**config.mk**
```make
export PLATFORM = sky130hd
export DESIGN_NAME = core_pc_stack_and_control_regs
export DESIGN_NICKNAME = d
export VERILOG_FILES = /design/src/core_flow_pkg.sv /design/src/core_pc_stack_and_control_regs.sv /design/src/return_stack.sv /design/src/timer_option_ctrl.sv
export SDC_FILE = /design/constraint.sdc
export NUM_CORES = 1
export LEC_CHECK = 0
export BUFFER_PORTS_ARGS = -buffer_cell sky130_fd_sc_hd__clkbuf_2
export CAP_MARGIN = 20
export CORE_MARGIN = 2
export CORE_UTILIZATION = 38
export CTS_BUF_LIST = sky130_fd_sc_hd__clkbuf_4
export DETAILED_ROUTE_END_ITERATION = 6
export GPL_TIMING_DRIVEN = 0
export SKIP_LAST_GASP = 1
export SLEW_MARGIN = 20
export SYNTH_ARGS = -nofsm -noshare
export SYNTH_HDL_FRONTEND = slang
export SYNTH_HIERARCHICAL = 1
export SYNTH_SLANG_ARGS = --single-unit
```
**constraint.sdc**
```tcl
create_clock -name ref_clk -period 1.9 [get_ports ref_clk]
set_input_delay 0.19 -clock ref_clk [delete_from_list [all_inputs] [get_ports ref_clk]]
set_output_delay 0.19 -clock ref_clk [all_outputs]
set_load 0.05 [all_outputs]
```
**src/core_flow_pkg.sv**
```systemverilog
// shared constants, types and decode functions of the program-flow block
package core_flow_pkg;

    localparam int PC_WIDTH    = 10;
    localparam int STACK_WIDTH = 12;
    localparam int FILE_AWIDTH = 5;

    // register file addresses
    localparam logic [4:0] INDIRECT_ADDR = 5'h00;
    localparam logic [4:0] PCL_ADDR      = 5'h02;
    localparam logic [4:0] STATUS_ADDR   = 5'h03;
    localparam logic [4:0] POINTER_ADDR  = 5'h04;
    localparam logic [4:0] TRIM_ADDR     = 5'h05;

    // field positions
    localparam int OPT_WAKE_BIT    = 7;
    localparam int OPT_PULLUP_BIT  = 6;
    localparam int OPT_SOURCE_BIT  = 5;
    localparam int OPT_EDGE_BIT    = 4;
    localparam int OPT_ASSIGN_BIT  = 3;
    localparam int OPT_RATE_LSB    = 0;
    localparam int STATUS_PAGE_BIT = 5;
    localparam int POINTER_BANK_BIT = 5;

    // values after reset, and fixed read values of the pointer high bits and the self-pointing read
    localparam logic [PC_WIDTH-1:0] PC_RESET      = 10'h3ff;
    localparam logic [7:0]          OPTION_RESET  = 8'hff;
    localparam logic [6:0]          TRIM_RESET    = 7'h7f;
    localparam logic [5:0]          POINTER_RESET = 6'h00;
    localparam logic                PAGE_RESET    = 1'b0;
    localparam logic [1:0]          POINTER_HIGH  = 2'h3;
    localparam logic [7:0]          NULL_READ     = 8'h00;
    localparam logic [STACK_WIDTH-1:0] STACK_RESET = 12'h000;

    typedef struct packed {
        logic                   jump;
        logic                   call;
        logic                   literalReturn;
        logic                   optionLoad;
        logic                   fileWrite;
        logic                   fileRead;
        logic [FILE_AWIDTH-1:0] fileAddr;
        logic [7:0]             fileData;
        logic [8:0]             instrField;
        logic [7:0]             wValue;
    } core_ctrl_t;

    typedef struct packed {
        logic       read;
        logic       write;
        logic [5:0] addr;
        logic [7:0] data;
    } mem_access_t;

    typedef struct packed {
        logic       wakeEnable;
        logic       pullupEnable;
        logic       externalSource;
        logic       fallingEdge;
        logic       prescalerToWatchdog;
        logic [2:0] rate;
        logic [8:0] timerDivisor;
        logic [7:0] watchdogDivisor;
        logic       countPulse;
    } timer_cfg_t;

    function automatic logic [8:0] timer_divisor(input logic [2:0] rate);
        return 9'h002 << rate;
    endfunction

    function automatic logic [7:0] watchdog_divisor(input logic [2:0] rate);
        return 8'h01 << rate;
    endfunction

endpackage

```
**src/core_pc_stack_and_control_regs.sv**
```systemverilog
// program counter, return stack, pointer, trim and option control of the core
//
// Summary of operation
// RULE1 - wake-on-change and weak pull-up enables are active low option bits 7, 6.
// RULE2 - option bit 5 picks timer source: 1 external pin, 0 instruction cycles.
// RULE3 - option bit 4 picks pin edge: 1 falling, 0 rising.
// RULE4 - option bit 3 gives prescaler to watchdog when 1, to timer when 0.
// RULE5 - rate field divides timer by 2 to 256, watchdog by 1 to 128.
// RULE6 - option is write-only, loaded from W, all ones after reset.
// RULE7 - trim holds 7-bit two's complement in bits 7:1; bit 0 reads zero.
// RULE8 - program counter increments every cycle unless an instruction loads it.
// RULE9 - jump loads bits 8:0 from instruction, bit 9 from page preselect.
// RULE10 - call or low-byte write loads bits 7:0 and clears bit 8.
// RULE11 - reset sets counter to all ones; next instruction wraps it to zero.
// RULE12 - reset clears page preselect so jumps land in page 0.
// RULE13 - two-level 12-bit return stack reached only by call and return.
// RULE14 - call copies level 1 to level 2, then pushes counter plus one.
// RULE15 - return pops level 1 into counter, copies level 2, loads W literal.
// RULE16 - indirect location accesses the register the pointer addresses.
// RULE17 - pointer at indirect location: read gives 00h, write does nothing.
// RULE18 - pointer bits 4:0 pick address, bit 5 picks bank.
// RULE19 - pointer bits 7:6 are absent and read as binary 11.
`timescale 1ns/1ns
module core_pc_stack_and_control_regs (
    input  wire logic                              ref_clk,
    input  wire logic                              srst,
    input  core_flow_pkg::core_ctrl_t              ctrl,
    input  wire logic                              externalTimerClockPin,
    output logic [core_flow_pkg::PC_WIDTH-1:0]     programCounter,
    output logic                                   pagePreselect,
    output core_flow_pkg::mem_access_t             memAccess,
    output logic [7:0]                             readData,
    output logic                                   readHit,
    output logic                                   wLoad,
    output logic [7:0]                             wLiteral,
    output logic signed [6:0]                      oscillatorTrim,
    output core_flow_pkg::timer_cfg_t              timerCfg,
    output logic [core_flow_pkg::STACK_WIDTH-1:0]  stackLevel1,
    output logic [core_flow_pkg::STACK_WIDTH-1:0]  stackLevel2
);
    import core_flow_pkg::*;

    typedef struct packed {
        logic [PC_WIDTH-1:0] pc;
        logic                page;
        logic [5:0]          pointer;
        logic [6:0]          trim;
        mem_access_t         mem;
        logic [7:0]          readData;
        logic                readHit;
        logic                wLoad;
        logic [7:0]          wLiteral;
    } flow_state_t;

    flow_state_t st;
    flow_state_t next_st;

    logic                   indirect;
    logic                   nullAccess;
    logic [FILE_AWIDTH-1:0] effAddr;
    logic                   pclWritten;
    logic                   internalReg;
    logic                   push;
    logic                   pop;
    logic [STACK_WIDTH-1:0] pushValue;
    logic [STACK_WIDTH-1:0] level1;
    logic [STACK_WIDTH-1:0] level2;
    logic [PC_WIDTH-1:0]    pcPlusOne;

    // stack is only touched here, never through the register file
    assign push      = ctrl.call && !ctrl.literalReturn;             // see RULE13
    assign pop       = ctrl.literalReturn;                           // see RULE13
    assign pcPlusOne = st.pc + 10'h001;
    assign pushValue = {{(STACK_WIDTH - PC_WIDTH){1'b0}}, pcPlusOne}; // see RULE14

    return_stack u_stack (
        .ref_clk   (ref_clk),
        .srst      (srst),
        .push      (push),
        .pop       (pop),
        .pushValue (pushValue),
        .level1    (level1),
        .level2    (level2)
    );

    timer_option_ctrl u_option (
        .ref_clk               (ref_clk),
        .srst                  (srst),
        .load                  (ctrl.optionLoad),                    // see RULE6
        .value                 (ctrl.wValue),
        .externalTimerClockPin (externalTimerClockPin),
        .cfg                   (timerCfg)
    );

    always_comb begin
        next_st = st;
        next_st.wLoad      = 1'b0;
        next_st.readHit    = 1'b0;
        next_st.readData   = 8'h00;
        next_st.mem.read   = 1'b0;
        next_st.mem.write  = 1'b0;

        // the indirect location has no storage; it names the pointed-to register
        indirect   = (ctrl.fileAddr == INDIRECT_ADDR);               // see RULE16
        nullAccess = indirect && (st.pointer[4:0] == INDIRECT_ADDR); // see RULE17
        effAddr    = indirect ? st.pointer[4:0] : ctrl.fileAddr;     // see RULE16
        pclWritten = ctrl.fileWrite && !nullAccess && (effAddr == PCL_ADDR);
        internalReg = (effAddr == PCL_ADDR) || (effAddr == POINTER_ADDR)
                   || (effAddr == TRIM_ADDR);

        // program counter load, in priority order
        if (ctrl.literalReturn) begin
            next_st.pc       = level1[PC_WIDTH-1:0];                 // see RULE15
            next_st.wLoad    = 1'b1;                                 // see RULE15
            next_st.wLiteral = ctrl.instrField[7:0];                 // see RULE15
        end else if (ctrl.call) begin
            // subroutines can only start in the low half of a page
            next_st.pc = {st.page, 1'b0, ctrl.instrField[7:0]};      // see RULE10
        end else if (ctrl.jump) begin
            next_st.pc = {st.page, ctrl.instrField};                 // see RULE9
        end else if (pclWritten) begin
            next_st.pc = {st.page, 1'b0, ctrl.fileData};             // see RULE10
        end else begin
            // all ones rolls over to zero, leaving reset at the top of memory
            next_st.pc = pcPlusOne;                                  // see RULE8 RULE11
        end

        // bank comes from the pointer for both direct and indirect access
        next_st.mem.addr = {st.pointer[POINTER_BANK_BIT], effAddr};  // see RULE18
        next_st.mem.data = ctrl.fileData;

        if (ctrl.fileWrite && !nullAccess) begin                     // see RULE17
            unique case (effAddr)
                STATUS_ADDR: begin
                    next_st.page      = ctrl.fileData[STATUS_PAGE_BIT];
                    // flags live in the datapath, so the write still goes out
                    next_st.mem.write = 1'b1;
                end
                POINTER_ADDR: begin
                    next_st.pointer = ctrl.fileData[5:0];            // see RULE18
                end
                TRIM_ADDR: begin
                    next_st.trim = ctrl.fileData[7:1];               // see RULE7
                end
                PCL_ADDR: begin
                end
                default: begin
                    next_st.mem.write = 1'b1;                        // see RULE16
                end
            endcase
        end

        if (ctrl.fileRead) begin
            if (nullAccess) begin
                next_st.readHit  = 1'b1;
                next_st.readData = NULL_READ;                        // see RULE17
            end else if (internalReg) begin
                next_st.readHit = 1'b1;
                unique case (effAddr)
                    PCL_ADDR:     next_st.readData = st.pc[7:0];
                    POINTER_ADDR: next_st.readData = {POINTER_HIGH, st.pointer}; // see RULE19
                    TRIM_ADDR:    next_st.readData = {st.trim, 1'b0};            // see RULE7
                    default:      next_st.readData = 8'h00;
                endcase
            end else begin
                next_st.mem.read = 1'b1;                             // see RULE16
            end
        end
    end

    always_ff @(posedge ref_clk) begin
        if (srst) begin
            st <= '{pc: PC_RESET, page: PAGE_RESET, pointer: POINTER_RESET,  // see RULE11 RULE12
                    trim: TRIM_RESET,
                    mem: '{read: 1'b0, write: 1'b0, addr: 6'h00, data: 8'h00},
                    readData: 8'h00, readHit: 1'b0, wLoad: 1'b0, wLiteral: 8'h00};
        end else begin
            st <= next_st;
        end
    end

    assign programCounter = st.pc;
    assign pagePreselect  = st.page;
    assign memAccess      = st.mem;
    assign readData       = st.readData;
    assign readHit        = st.readHit;
    assign wLoad          = st.wLoad;
    assign wLiteral       = st.wLiteral;
    assign oscillatorTrim = st.trim;
    assign stackLevel1    = level1;
    assign stackLevel2    = level2;

    // checks

    logic quiet;
    assign quiet = !ctrl.jump && !ctrl.call && !ctrl.literalReturn && !pclWritten;
endmodule // core_pc_stack_and_control_regs

```
**src/return_stack.sv**
```systemverilog
// two-level return address stack
`timescale 1ns/1ns
module return_stack (
    input  wire logic                                ref_clk,
    input  wire logic                                srst,
    input  wire logic                                push,
    input  wire logic                                pop,
    input  wire logic [core_flow_pkg::STACK_WIDTH-1:0] pushValue,
    output logic      [core_flow_pkg::STACK_WIDTH-1:0] level1,
    output logic      [core_flow_pkg::STACK_WIDTH-1:0] level2
);
    import core_flow_pkg::*;

    typedef struct packed {
        logic [STACK_WIDTH-1:0] level1;
        logic [STACK_WIDTH-1:0] level2;
    } stack_state_t;

    stack_state_t st;
    stack_state_t next_st;

    always_comb begin
        next_st = st;
        if (push) begin
            // oldest entry falls off, no overflow flag
            next_st.level2 = st.level1;                              // see RULE14
            next_st.level1 = pushValue;                              // see RULE14
        end else if (pop) begin
            // level 2 is left as is, so repeated pops keep returning it
            next_st.level1 = st.level2;                              // see RULE15
        end
    end

    always_ff @(posedge ref_clk) begin
        if (srst) begin
            st <= '{level1: STACK_RESET, level2: STACK_RESET};
        end else begin
            st <= next_st;
        end
    end

    assign level1 = st.level1;
    assign level2 = st.level2;
endmodule // return_stack

```
**src/timer_option_ctrl.sv**
```systemverilog
// write-only timer and watchdog option register with count-source decode
`timescale 1ns/1ns
module timer_option_ctrl (
    input  wire logic                      ref_clk,
    input  wire logic                      srst,
    input  wire logic                      load,
    input  wire logic [7:0]                value,
    input  wire logic                      externalTimerClockPin,
    output core_flow_pkg::timer_cfg_t      cfg
);
    import core_flow_pkg::*;

    typedef struct packed {
        logic [7:0] option;
        logic [1:0] sync;
        logic       prev;
        timer_cfg_t cfg;
    } option_state_t;

    option_state_t st;
    option_state_t next_st;
    logic          pinEdge;

    always_comb begin
        next_st = st;
        if (load) begin
            next_st.option = value;                                  // see RULE6
        end
        next_st.sync = {st.sync[0], externalTimerClockPin};
        next_st.prev = st.sync[1];
        pinEdge = st.cfg.fallingEdge ? (st.prev && !st.sync[1])      // see RULE3
                                     : (!st.prev && st.sync[1]);
        next_st.cfg.wakeEnable          = !next_st.option[OPT_WAKE_BIT];   // see RULE1
        next_st.cfg.pullupEnable        = !next_st.option[OPT_PULLUP_BIT]; // see RULE1
        next_st.cfg.externalSource      = next_st.option[OPT_SOURCE_BIT];  // see RULE2
        next_st.cfg.fallingEdge         = next_st.option[OPT_EDGE_BIT];    // see RULE3
        next_st.cfg.prescalerToWatchdog = next_st.option[OPT_ASSIGN_BIT];  // see RULE4
        next_st.cfg.rate                = next_st.option[OPT_RATE_LSB +: 3];
        next_st.cfg.timerDivisor        = timer_divisor(next_st.cfg.rate);    // see RULE5
        next_st.cfg.watchdogDivisor     = watchdog_divisor(next_st.cfg.rate); // see RULE5
        // internal source counts each instruction cycle
        next_st.cfg.countPulse = st.cfg.externalSource ? pinEdge : 1'b1;  // see RULE2
    end

    always_ff @(posedge ref_clk) begin
        if (srst) begin
            // the synchroniser keeps following the pin, so release shows no false edge
            st <= '{option: OPTION_RESET, sync: next_st.sync, prev: next_st.prev,
                    cfg: '{wakeEnable: 1'b0, pullupEnable: 1'b0, externalSource: 1'b1,
                           fallingEdge: 1'b1, prescalerToWatchdog: 1'b1, rate: 3'h7,
                           timerDivisor: timer_divisor(3'h7),
                           watchdogDivisor: watchdog_divisor(3'h7), countPulse: 1'b0}};
        end else begin
            st <= next_st;
        end
    end

    assign cfg = st.cfg;
endmodule // timer_option_ctrl
```
==> summary.txt, run 1 <==
Outcome
  – Status: complete, no violations

Critical path
  – Crit-path cells: or3b_1 > o21ai_1 > nand4_1 > mux2_1
  – Critical Path Source: st[43]
  – Top delay family on crit path: simple AND/OR/NAND/NOR gates
  – Cell count along the critical path: 4
  – CP max-delay cell: or3b_1
  – WP data arrival: 2.21 ns
  – Slowest stage delay, CP: 0.46 ns
  – Worst reg2reg path startpoint: st[43]
  – Startpoint Class: flop
  – Critical Path Fanout Max: 7
  – Critical path class: flop to flop
  – CP Capture Point: pagePreselect
  – Worst path required time: 2.27 ns
  – Critical Path Sink Type: flop
  – R2R Setup Slk: 0.06 ns
  – R2R Path End: pagePreselect
  – Buf+Inv Stages, Crit Path: 0
  – Worst R2R Path Depth: 4

Floorplan
  – Top Ports: 141
  – Initial Util: 38.6%
  – Die X: 119 um
  – Core Rows: 42
  – Core area: 0.0131 mm2
  – Die Area: 0.0143 mm2
  – Chip height: 119 um

Logic synthesis
  – Cells after Synth: 537
  – EDFF count, synth: 0
  – Post-Syn Area: 0.00506 mm2
  – Yosys Warn Count: 6
  – Asr flop ratio synth: 0%
  – Mean post-synth cell area: 9.43 um2
  – Post-synth cell types: 54
  – Top FF cell, synth: dfxtp_1
  – #FFs+latches synth: 104
  – Sequential share of the synthesized area: 41.1%

Clocking
  – Clock sinks: 104
  – Clk buf depth: 2
  – Clock slew at reported path FFs: 0.14 ns
  – H-tree levels: 3
  – Clk root buf: clkbuf_4
  – CTS tree: done
  – Clock Latency Late Sink: 0.48 ns
  – Cts bufs inserted: 9

Detailed routing
  – Initial drt markers: 273
  – DRC Markers: 0
  – Metal3 WL: 712 um
  – TritonRoute pass-1 iters: 4
  – DRT antenna net count: 0
  – Max layer used: met4
  – Routed via count: 4,439
  – DR WL/cell: 14.9 um
  – DRT met1 WL: 5910 um
  – Wire length on met2: 6230 um
  – Vias per Instance: 4.95
  – Total wire length: 13,300 um

Placement
  – RePlAce Congestion: 0.849
  – Placement Setup Slack: -0.283 ns
  – Placed cells: 852
  – Placed cell area: 0.00598 mm2
  – Port buffer count: 138
  – Final HPWL DP: 10,000 um

GRT
  – Tot GR Track Use: 18.7%
  – First-pass GRT wire length: 21,100 um
  – Initial antenna violation count: 1
  – GR Overflow Total: 0
  – Largest net degree at the start of global routing: 16
  – Vias in the first global route: 4,143

Timing
  – Final WS setup: 0.0610 ns
  – Max Slew Vio Count: 0
  – Setup TNS: 0 ns
  – Final hold violations: 0
  – Final setup vio count: 0
  – F_max: 544 MHz
  – Ratio of final minimum period to clock period: 96.8%
  – Rel. slew slack: 47.3%
  – Clock skew: 0.0153 ns
  – Min Tclk post-route: 1.84 ns
  – Pin slew with the least headroom to its limit: 0.786 ns

Power
  – Post-layout total power: 4.58 mW
  – Pwr Density: 711 mW/mm2
  – Leak: 2.85 nW
  – Worst VDD drop: 0.364 mV

Layout
  – Area growth syn-to-layout: 27.2%
  – Multi-input logic area: 0.00230 mm2
  – Non-filler cells, final: 896
  – Layout cells sized above 1: 36.0%
  – Nets: 755
  – Commonest non-fill, non-tap cells in the layout: clkbuf_2 (138), dfxtp_1 (102), buf_4 (77)
  – Final Instance Area: 0.00644 mm2
  – Most common cell after layout, fill and taps aside: clkbuf_2
  – Filler cells: 1,285
  – FF+latch area: 0.00208 mm2

Worst hold path
  – Hold Crit Class: input port to flop

Run
  – Max cap viols: 0
## sequential cells by signal, indices dropped and copies added (netlist names), 8 cells and up
signal,count
memAccess,16
u_stack/level1,12
u_stack/level2,12
u_option/cfg,11
programCounter,10
u_option/st,9
readData,8
wLiteral,8
## routing by layer
layer / GRT usage (%) / vias up
met4: 11.0 / 0
li1: - / 2194
met2: 29.2 / 144
met3: 3.35 / 30
met1: 24.3 / 2071
met5: 0 / -
## synth_stat cells (all sizes together) (2+ instances only)
cell type    n  area (um2)
a211o        4        35.0
a211oi      39         293
a21o         3        22.5
a21oi        8        43.8
a221oi       2        30.0
a311oi       2        17.5
a31oi        3        18.8
a32oi        6        52.6
and4         2        17.5
buf         91         666
clkbuf      13        48.8
conb         2        7.51
dfxtp      104        2080
inv          8        30.0
mux2         8        93.8
mux2i       45         454
nand2       14        52.6
nand2b       3        18.8
nand3       18        90.1
nand3b       6        45.0
nand4       10        68.8
nor2        44         165
nor2b       33         206
nor3         9        50.1
nor3b       10        75.1
o211ai       4        30.0
o21a         7        52.6
o21ai        9        45.0
o31ai        3        22.5
or2          4        25.0
or3          4        35.0
or3b         5        43.8
xnor2        4        35.0
## kinds of logic (layout without fill, tap and decap cells)
| logic type | after synthesis | after routing | share of synthesized area [%] |
|---|---|---|---|
| XOR/XNOR | 5 | 5 | 0.865 |
| other | 2 | 4 | 0.148 |
| AND/OR/NAND/NOR | 165 | 165 | 18.2 |
| flip-flops | 104 | 104 | 41.1 |
| adder cells (fa/ha/maj) | 1 | 1 | 0.247 |
| multiplexers | 53 | 53 | 10.8 |
| buffers and inverters | 112 | 293 | 14.7 |
| AO/OA/AOI/OAI | 95 | 95 | 14.0 |
## stage by stage
stage | utilization, % | hold WS, ns
after floorplan | - | 0.218
after global placement | 45.5 | 0.294
after detailed placement | 45.5 | 0.297
after CTS | 48.8 | 0.0167
after global routing | 49.1 | 0.0451
final | 49.1 | 0.0471
## power breakdown
group / switching, mW / leakage [nW] / internal (mW)
combinational: 0.709 / 1.92 / 0.394
clock: 0.707 / 0.0734 / 0.399
sequential: 0.0921 / 0.856 / 2.28
total: 1.51 / 2.85 / 3.07
## worst min-delay path by stage
| stage | start | to | depth (start not counted) |
|---|---|---|---|
| 2_1_floorplan | externalTimerClockPin | u_option/next_st[28] | 0 |
| 4_1_cts | ctrl[2] | u_option/st[31] | 3 |
| 3_5_place_dp | externalTimerClockPin | u_option/next_st[28] | 1 |
| 3_3_place_gp | externalTimerClockPin | u_option/next_st[28] | 1 |
| 5_1_grt | ctrl[2] | u_option/st[31] | 3 |
| 6_report | ctrl[2] | u_option/st[31] | 3 |
## repair_timing
action,CTS,global route
hold buffers,28,0
endpoints found under the hold margin,36,0
cloned,0,0
setup endpoints to repair,14,28
pin swaps,0,2
buffers inserted,0,0
gates resized for setup,5,8
## final cells by class
cell class / count / area share, %
buffer: 104 / 11.1
antenna: 1 / 0.0388
timing repair buffer: 166 / 15.1
clock buffer: 10 / 1.16
clock inverter: 5 / 0.757
inverter: 8 / 0.466
multi-input combinational: 322 / 35.6
tap: 176 / 3.42
sequential: 104 / 32.3
## worst register-to-register path, cell delays in order (launching register included)
cell	delay, ns
dfxtp_1	0.41
or3b_1	0.46
o21ai_1	0.31
nand4_1	0.22
mux2_1	0.34
(Power assumes the default switching activity.)
==> run 2: changes to the inputs <==
SETUP_SLACK_MARGIN = 0.4   (was not set)
==> summary.txt, run 2 (synthesis gave the netlist of run 1 again) <==
Outcome
  – Status: complete, no violations

Floorplan
  – Die X: 119 um (unchanged)
  – Core Rows: 42 (unchanged)
  – Chip height: 119 um (unchanged)
  – Core area: 0.0131 mm2 (unchanged)
  – Top Ports: 141 (unchanged)
  – Die Area: 0.0143 mm2 (unchanged)
  – Initial Util: 38.6% (unchanged)

GRT
  – Initial antenna violation count: 1 (unchanged)
  – First-pass GRT wire length: 21,600 um (+2.7%)
  – Tot GR Track Use: 19.2% (+0.41 points)
  – GR Overflow Total: 0 (unchanged)
  – Largest net degree at the start of global routing: 15 (-1)
  – Vias in the first global route: 4,227 (+2.0%)

Critical path
  – Slowest stage delay, CP: 0.42 ns (-0.04 ns)
  – Crit-path cells: or3_4 > a21oi_4 > nand4_4 > mux2_1
  – CP max-delay cell: or3_4
  – Startpoint Class: flop
  – R2R Path End: st[41]
  – WP data arrival: 2.12 ns (-0.09 ns)
  – Worst reg2reg path startpoint: st[45]
  – R2R Setup Slk: 0.14 ns (+0.08 ns)
  – Critical Path Sink Type: flop
  – CP Capture Point: st[41]
  – Critical path class: flop to flop
  – Worst path required time: 2.26 ns (about the same)
  – Critical Path Fanout Max: 6 (-1)
  – Critical Path Source: st[45]
  – Worst R2R Path Depth: 4 (unchanged)

Timing
  – Max Slew Vio Count: 0 (unchanged)
  – Ratio of final minimum period to clock period: 92.6% (-4.2 points)
  – Min Tclk post-route: 1.76 ns (-0.0798 ns)
  – Clock skew: 0.0223 ns (+0.00697 ns)
  – Final setup vio count: 0 (unchanged)
  – Unrepaired setup endpoints after global routing: yes
  – Setup TNS: 0 ns (unchanged)
  – Pin slew with the least headroom to its limit: 0.667 ns (-0.118 ns)
  – Rel. slew slack: 55.5% (+8.2 points)
  – Final hold violations: 0 (unchanged)
  – F_max: 568 MHz (+4.5%)

Detailed routing
  – DRC Markers: 0 (unchanged)
  – Total wire length: 13,700 um (+2.9%)
  – Initial drt markers: 298 (+9.2%)
  – Vias per Instance: 4.90 (-1.0%)
  – TritonRoute pass-1 iters: 4 (unchanged)
  – Routed via count: 4,442 (+0.068%)
  – DR WL/cell: 15.1 um (+1.8%)
  – DRT antenna net count: 0 (unchanged)

Layout
  – Filler cells: 1,287 (+0.16%)
  – Non-filler cells, final: 906 (+1.1%)
  – Most common cell after layout, fill and taps aside: clkbuf_2
  – Commonest non-fill, non-tap cells in the layout: clkbuf_2 (122), buf_4 (90), dfxtp_1 (88)
  – Nets: 768 (+1.7%)
  – Area growth syn-to-layout: 33.1%
  – Max reg flops: 16 (unchanged)
  – Layout cells sized above 1: 43.6% (+7.6 points)

Run
  – Max cap viols: 0 (unchanged)

Clocking
  – Clock slew at reported path FFs: 0.14 ns (about the same)
  – Clk root buf: clkbuf_4
  – Clk buf depth: 2 (unchanged)
  – Cts bufs inserted: 9 (unchanged)
  – CTS tree: done
  – H-tree levels: 3 (unchanged)
  – Clock Latency Late Sink: 0.48 ns (about the same)
  – Clock sinks: 104 (unchanged)

Worst hold path
  – Min-Delay Path Depth: 3 (unchanged)
  – Hold Crit Class: input port to flop
  – Hold path start: ctrl[0]

Placement
  – Final HPWL DP: 10,100 um (+0.89%)
  – Port buffer count: 138 (unchanged)
  – Placed cells: 853 (+0.12%)
  – RePlAce Congestion: 0.861 (+1.4%)

Power
  – Leak: 2.98 nW (+4.6%)
  – Pwr Density: 662 mW/mm2 (-6.9%)
  – Worst VDD drop: 0.386 mV (+6.0%)
-- run 2: worst max-delay path, delay by kind of cell, from the launching register on --
family	cells	cell delay, ns
AO/OA/AOI/OAI	1	0.27
flip-flops	1	0.37
multiplexers	1	0.36
AND/OR/NAND/NOR	2	0.64
-- run 2: power by group --
group / internal [mW] / leakage (nW) / switching [mW]
logic: 0.437 / 2.07 / 0.729
clock network: 0.234 / 0.0508 / 0.689
registers: 2.28 / 0.857 / 0.0941
total: 2.95 / 2.98 / 1.51
-- run 2: metrics by stage --
stage          power [mW]  area [um2]  worst slack (ns)  utilization, %  hold slack (ns)
2_1_floorplan        3.19        5080             0.268               -            0.218
3_3_place_gp         3.45        5990            -0.286            45.6            0.295
3_5_place_dp         3.47        6000            -0.290            45.7            0.297
4_1_cts              4.45        6540             0.140            49.8         0.000137
5_1_grt              4.67        6740            0.0985            51.3           0.0117
6_report             4.46        6740             0.141            51.3           0.0375
-- run 2: repair_timing --
action                                  CTS  global route
endpoints found under the setup margin   63            75
gates cloned                              1             0
gates resized for setup                  45            63
hold buffers                             24             0
hold endpoints to repair                 29             0
pin swaps                                23            18
buffers inserted                         10             5
-- run 2: worst min path at each step --
stage / to / slack [ns]
after CTS: u_option/st[29] / 0.0001
after detailed placement: u_option/next_st[28] / 0.30
after global routing: memAccess[5] / 0.01
final: u_option/st[29] / 0.04
after global placement: u_option/next_st[28] / 0.29
after floorplan: u_option/next_st[28] / 0.22
-- run 2: final cells by class --
cell class                 instances  area (um2)  area share [%]
antenna                            1        2.50          0.0371
buffer                           104         754            11.2
clock buffer                       9        67.6            1.00
clock inverter                     3        13.8           0.204
inverter                           8        30.0           0.446
multi-input combinational        323        2440            36.2
sequential                       104        2110            31.4
tap                              176         220            3.27
timing repair buffer             178        1100            16.3
-- run 2: metal layers --
layer / routed length [um] / global-route usage [%] / up-vias / share of wire [%]
li1: - / - / 2207 / -
met1: 6010 / 24.4 / 2074 / 44
met2: 6520 / 30.9 / 130 / 48
met3: 762 / 3.78 / 31 / 5.6
met4: 413 / 9.49 / 0 / 3.0
met5: 0 / 0 / - / 0
==> run 3: changes to the inputs <==
CTS_BUF_LIST = not set   (was sky130_fd_sc_hd__clkbuf_4)
==> summary.txt, run 3 (synthesis gave the netlist of run 1 again) <==
Layout
  – Nets: 750 (-2.3%)
  – Max reg flops: 16 (unchanged)
  – Final Instance Area: 0.00669 mm2 (-0.67%)
  – Area growth syn-to-layout: 32.2%
  – Non-filler cells, final: 887 (-2.1%)
  – Layout cells sized above 1: 45.6% (+1.9 points)
  – Commonest non-fill, non-tap cells in the layout: clkbuf_2 (143), buf_4 (97), dfxtp_1 (92)
  – ANT cells: 0 (-1)
  – Most common cell after layout, fill and taps aside: clkbuf_2

Clocking
  – CTS tree: done
  – Cts bufs inserted: 9 (unchanged)
  – Clock slew at reported path FFs: 0.07 ns (-0.07 ns)
  – H-tree levels: 3 (unchanged)
  – Clk buf depth: 2 (unchanged)
  – Clock sinks: 104 (unchanged)
  – Clock Latency Late Sink: 0.35 ns (-0.13 ns)
  – Clk root buf: clkbuf_16

Timing
  – Final hold violations: 0 (unchanged)
  – Ratio of final minimum period to clock period: 92.2% (-0.36 points)
  – Pin slew with the least headroom to its limit: 0.673 ns (+0.00524 ns)
  – Max Slew Vio Count: 0 (unchanged)
  – Final setup vio count: 0 (unchanged)
  – Rel. slew slack: 55.2% (-0.35 points)
  – Clock skew: 0.00573 ns (-0.0165 ns)
  – Min Tclk post-route: 1.75 ns (-0.00693 ns)
  – Unrepaired setup endpoints after global routing: yes
  – F_max: 571 MHz (+0.40%)
  – Final WS setup: 0.148 ns (+0.00693 ns)

Power
  – Power Internal: 3.57 mW (+21%)
  – Register share of total power: 46.0% (-7.2 points)
  – Combinational fraction of design power: 21.9% (-4.2 points)
  – Clock Power Share: 32.0% (+11 points)
  – Post-layout total power: 5.15 mW (+15%)
  – Worst VDD drop: 0.357 mV (-7.4%)
  – P_sw: 1.58 mW (+4.5%)
  – Leak: 2.99 nW (+0.39%)
  – Sw Ratio: 30.7% (-3.2 points)
  – Pwr Density: 769 mW/mm2 (+16%)

GRT
  – First-pass GRT wire length: 21,200 um (-1.8%)
  – Tot GR Track Use: 18.8% (-0.32 points)
  – GR Overflow Total: 0 (unchanged)
  – Vias in the first global route: 4,086 (-3.3%)
  – Largest net degree at the start of global routing: 15 (unchanged)
  – Initial antenna violation count: 0 (-1)

Detailed routing
  – Total wire length: 13,800 um (+0.48%)
  – Vias per Instance: 4.97 (+1.3%)
  – DRC Markers: 0 (unchanged)
  – Initial drt markers: 240 (-19%)
  – Routed via count: 4,405 (-0.83%)
  – DRT antenna net count: 0 (unchanged)
  – DR WL/cell: 15.5 um (+2.6%)
  – TritonRoute pass-1 iters: 4 (unchanged)

Worst hold path
  – Hold Crit Class: input port to flop
  – Hold path start: ctrl[7]
  – Min-Delay Path Depth: 2 (-1)
  – Worst hold path endpoint: u_option/cfg[25]

Critical path
  – WP data arrival: 1.99 ns (-0.13 ns)
  – Critical path class: flop to flop
  – Critical Path Fanout Max: 7 (+1)
  – R2R Path End: pagePreselect
  – Worst path required time: 2.14 ns (-0.12 ns)
  – R2R Setup Slk: 0.15 ns (about the same)
  – Startpoint Class: flop
  – Worst R2R Path Depth: 5 (+1)
  – Worst reg2reg path startpoint: st[43]
  – Critical Path Sink Type: flop

Outcome
  – Status: complete, no violations

Floorplan
  – Chip height: 119 um (unchanged)
  – Die Area: 0.0143 mm2 (unchanged)
  – Core area: 0.0131 mm2 (unchanged)
  – Core Rows: 42 (unchanged)
  – Die X: 119 um (unchanged)
  – Top Ports: 141 (unchanged)
  – Initial Util: 38.6% (unchanged)

Placement
  – Final HPWL DP: 10,100 um (unchanged)
  – Placed cells: 853 (unchanged)
  – Placed cell area: 0.00600 mm2 (unchanged)
  – Placement Setup Slack: -0.290 ns (unchanged)
  – Port buffer count: 138 (unchanged)
  – RePlAce Congestion: 0.861 (unchanged)

Run
  – Max cap viols: 0 (unchanged)
## run 3: cell types whose count changed in the layout (fill, tap and decap cells not counted), moves of 3 or more
| cell | previous run | this run |
|---|---|---|
| a211oi_1 | 33 | 36 |
| a211oi_2 | 6 | 3 |
| buf_2 | 12 | 6 |
| buf_4 | 90 | 97 |
| clkbuf_1 | 9 | 6 |
| clkbuf_16 | 0 | 9 |
| clkbuf_2 | 122 | 143 |
| clkbuf_4 | 22 | 1 |
| dfxtp_1 | 88 | 92 |
| dfxtp_2 | 11 | 5 |
| dlygate4sd3_1 | 24 | 1 |
| mux2_1 | 5 | 1 |
| mux2_4 | 3 | 7 |
| nand2_1 | 10 | 13 |
## run 3: layer usage
layer	vias to the layer above	GRT usage, %	part of all wire (%)
met4	0	7.87	2.8
li1	2174	-	-
met1	2078	24.2	43
met2	125	30.2	49
met3	28	4.60	5.7
met5	-	0	0
## run 3: power groups by stage
stage / sequential, mW / clock [mW] / combinational (mW)
3_3_place_gp: 2.42 / 0 / 1.04
5_1_grt: 2.38 / 1.79 / 1.20
6_report: 2.37 / 1.65 / 1.13
4_1_cts: 2.37 / 1.69 / 1.07
2_1_floorplan: 2.47 / 0 / 0.722
3_5_place_dp: 2.42 / 0 / 1.05
## run 3: area by class of cell
class                           instances  area, um2
Clock inverter                          2       10.0
Multi-Input combinational cell        323       2460
Clock buffer                           10        239
Sequential cell                       104       2110
Tap cell                              176        220
Buffer                                104        757
Inverter                                8       30.0
Timing Repair Buffer                  160        866
Fill cell                            1284       6440
## run 3: how the worst max path moves through the flow
stage / start / endpoint / slack, ns / cells after the start
after floorplan: st[44] / readData[5] / 0.27 / 5
after detailed placement: srst / oscillatorTrim[6] / -0.29 / 6
final: st[43] / pagePreselect / 0.15 / 5
after global placement: srst / oscillatorTrim[2] / -0.29 / 6
after CTS: st[41] / programCounter[0] / 0.17 / 5
after global routing: st[44] / programCounter[0] / 0.12 / 5
## run 3: worst max-delay path, cell delays in order (launching register included)
cell and delay (ns):
dfxtp_4 0.37, or3b_4 0.42, buf_4 0.15, o21ai_4 0.19, nand4_1 0.18, mux2_1 0.34
## run 3: through the flow
step / hold WS, ns / utilization, % / setup TNS, ns
finish: 0.0561 / 51.0 / 0
CTS: 0.0462 / 48.8 / 0
global route: 0.0589 / 51.0 / 0
global placement: 0.295 / 45.6 / -5.91
detailed placement: 0.297 / 45.7 / -6.23
floorplan: 0.218 / - / 0
## run 3: timing repair
| action | CTS | global route |
|---|---|---|
| buffers inserted | 7 | 13 |
| endpoints found under the setup margin | 58 | 60 |
| hold buffers | 1 | 0 |
| hold endpoints to repair | 1 | 0 |
| pin swaps | 14 | 25 |
| gates resized for setup | 32 | 51 |
| gates cloned | 1 | 0 |
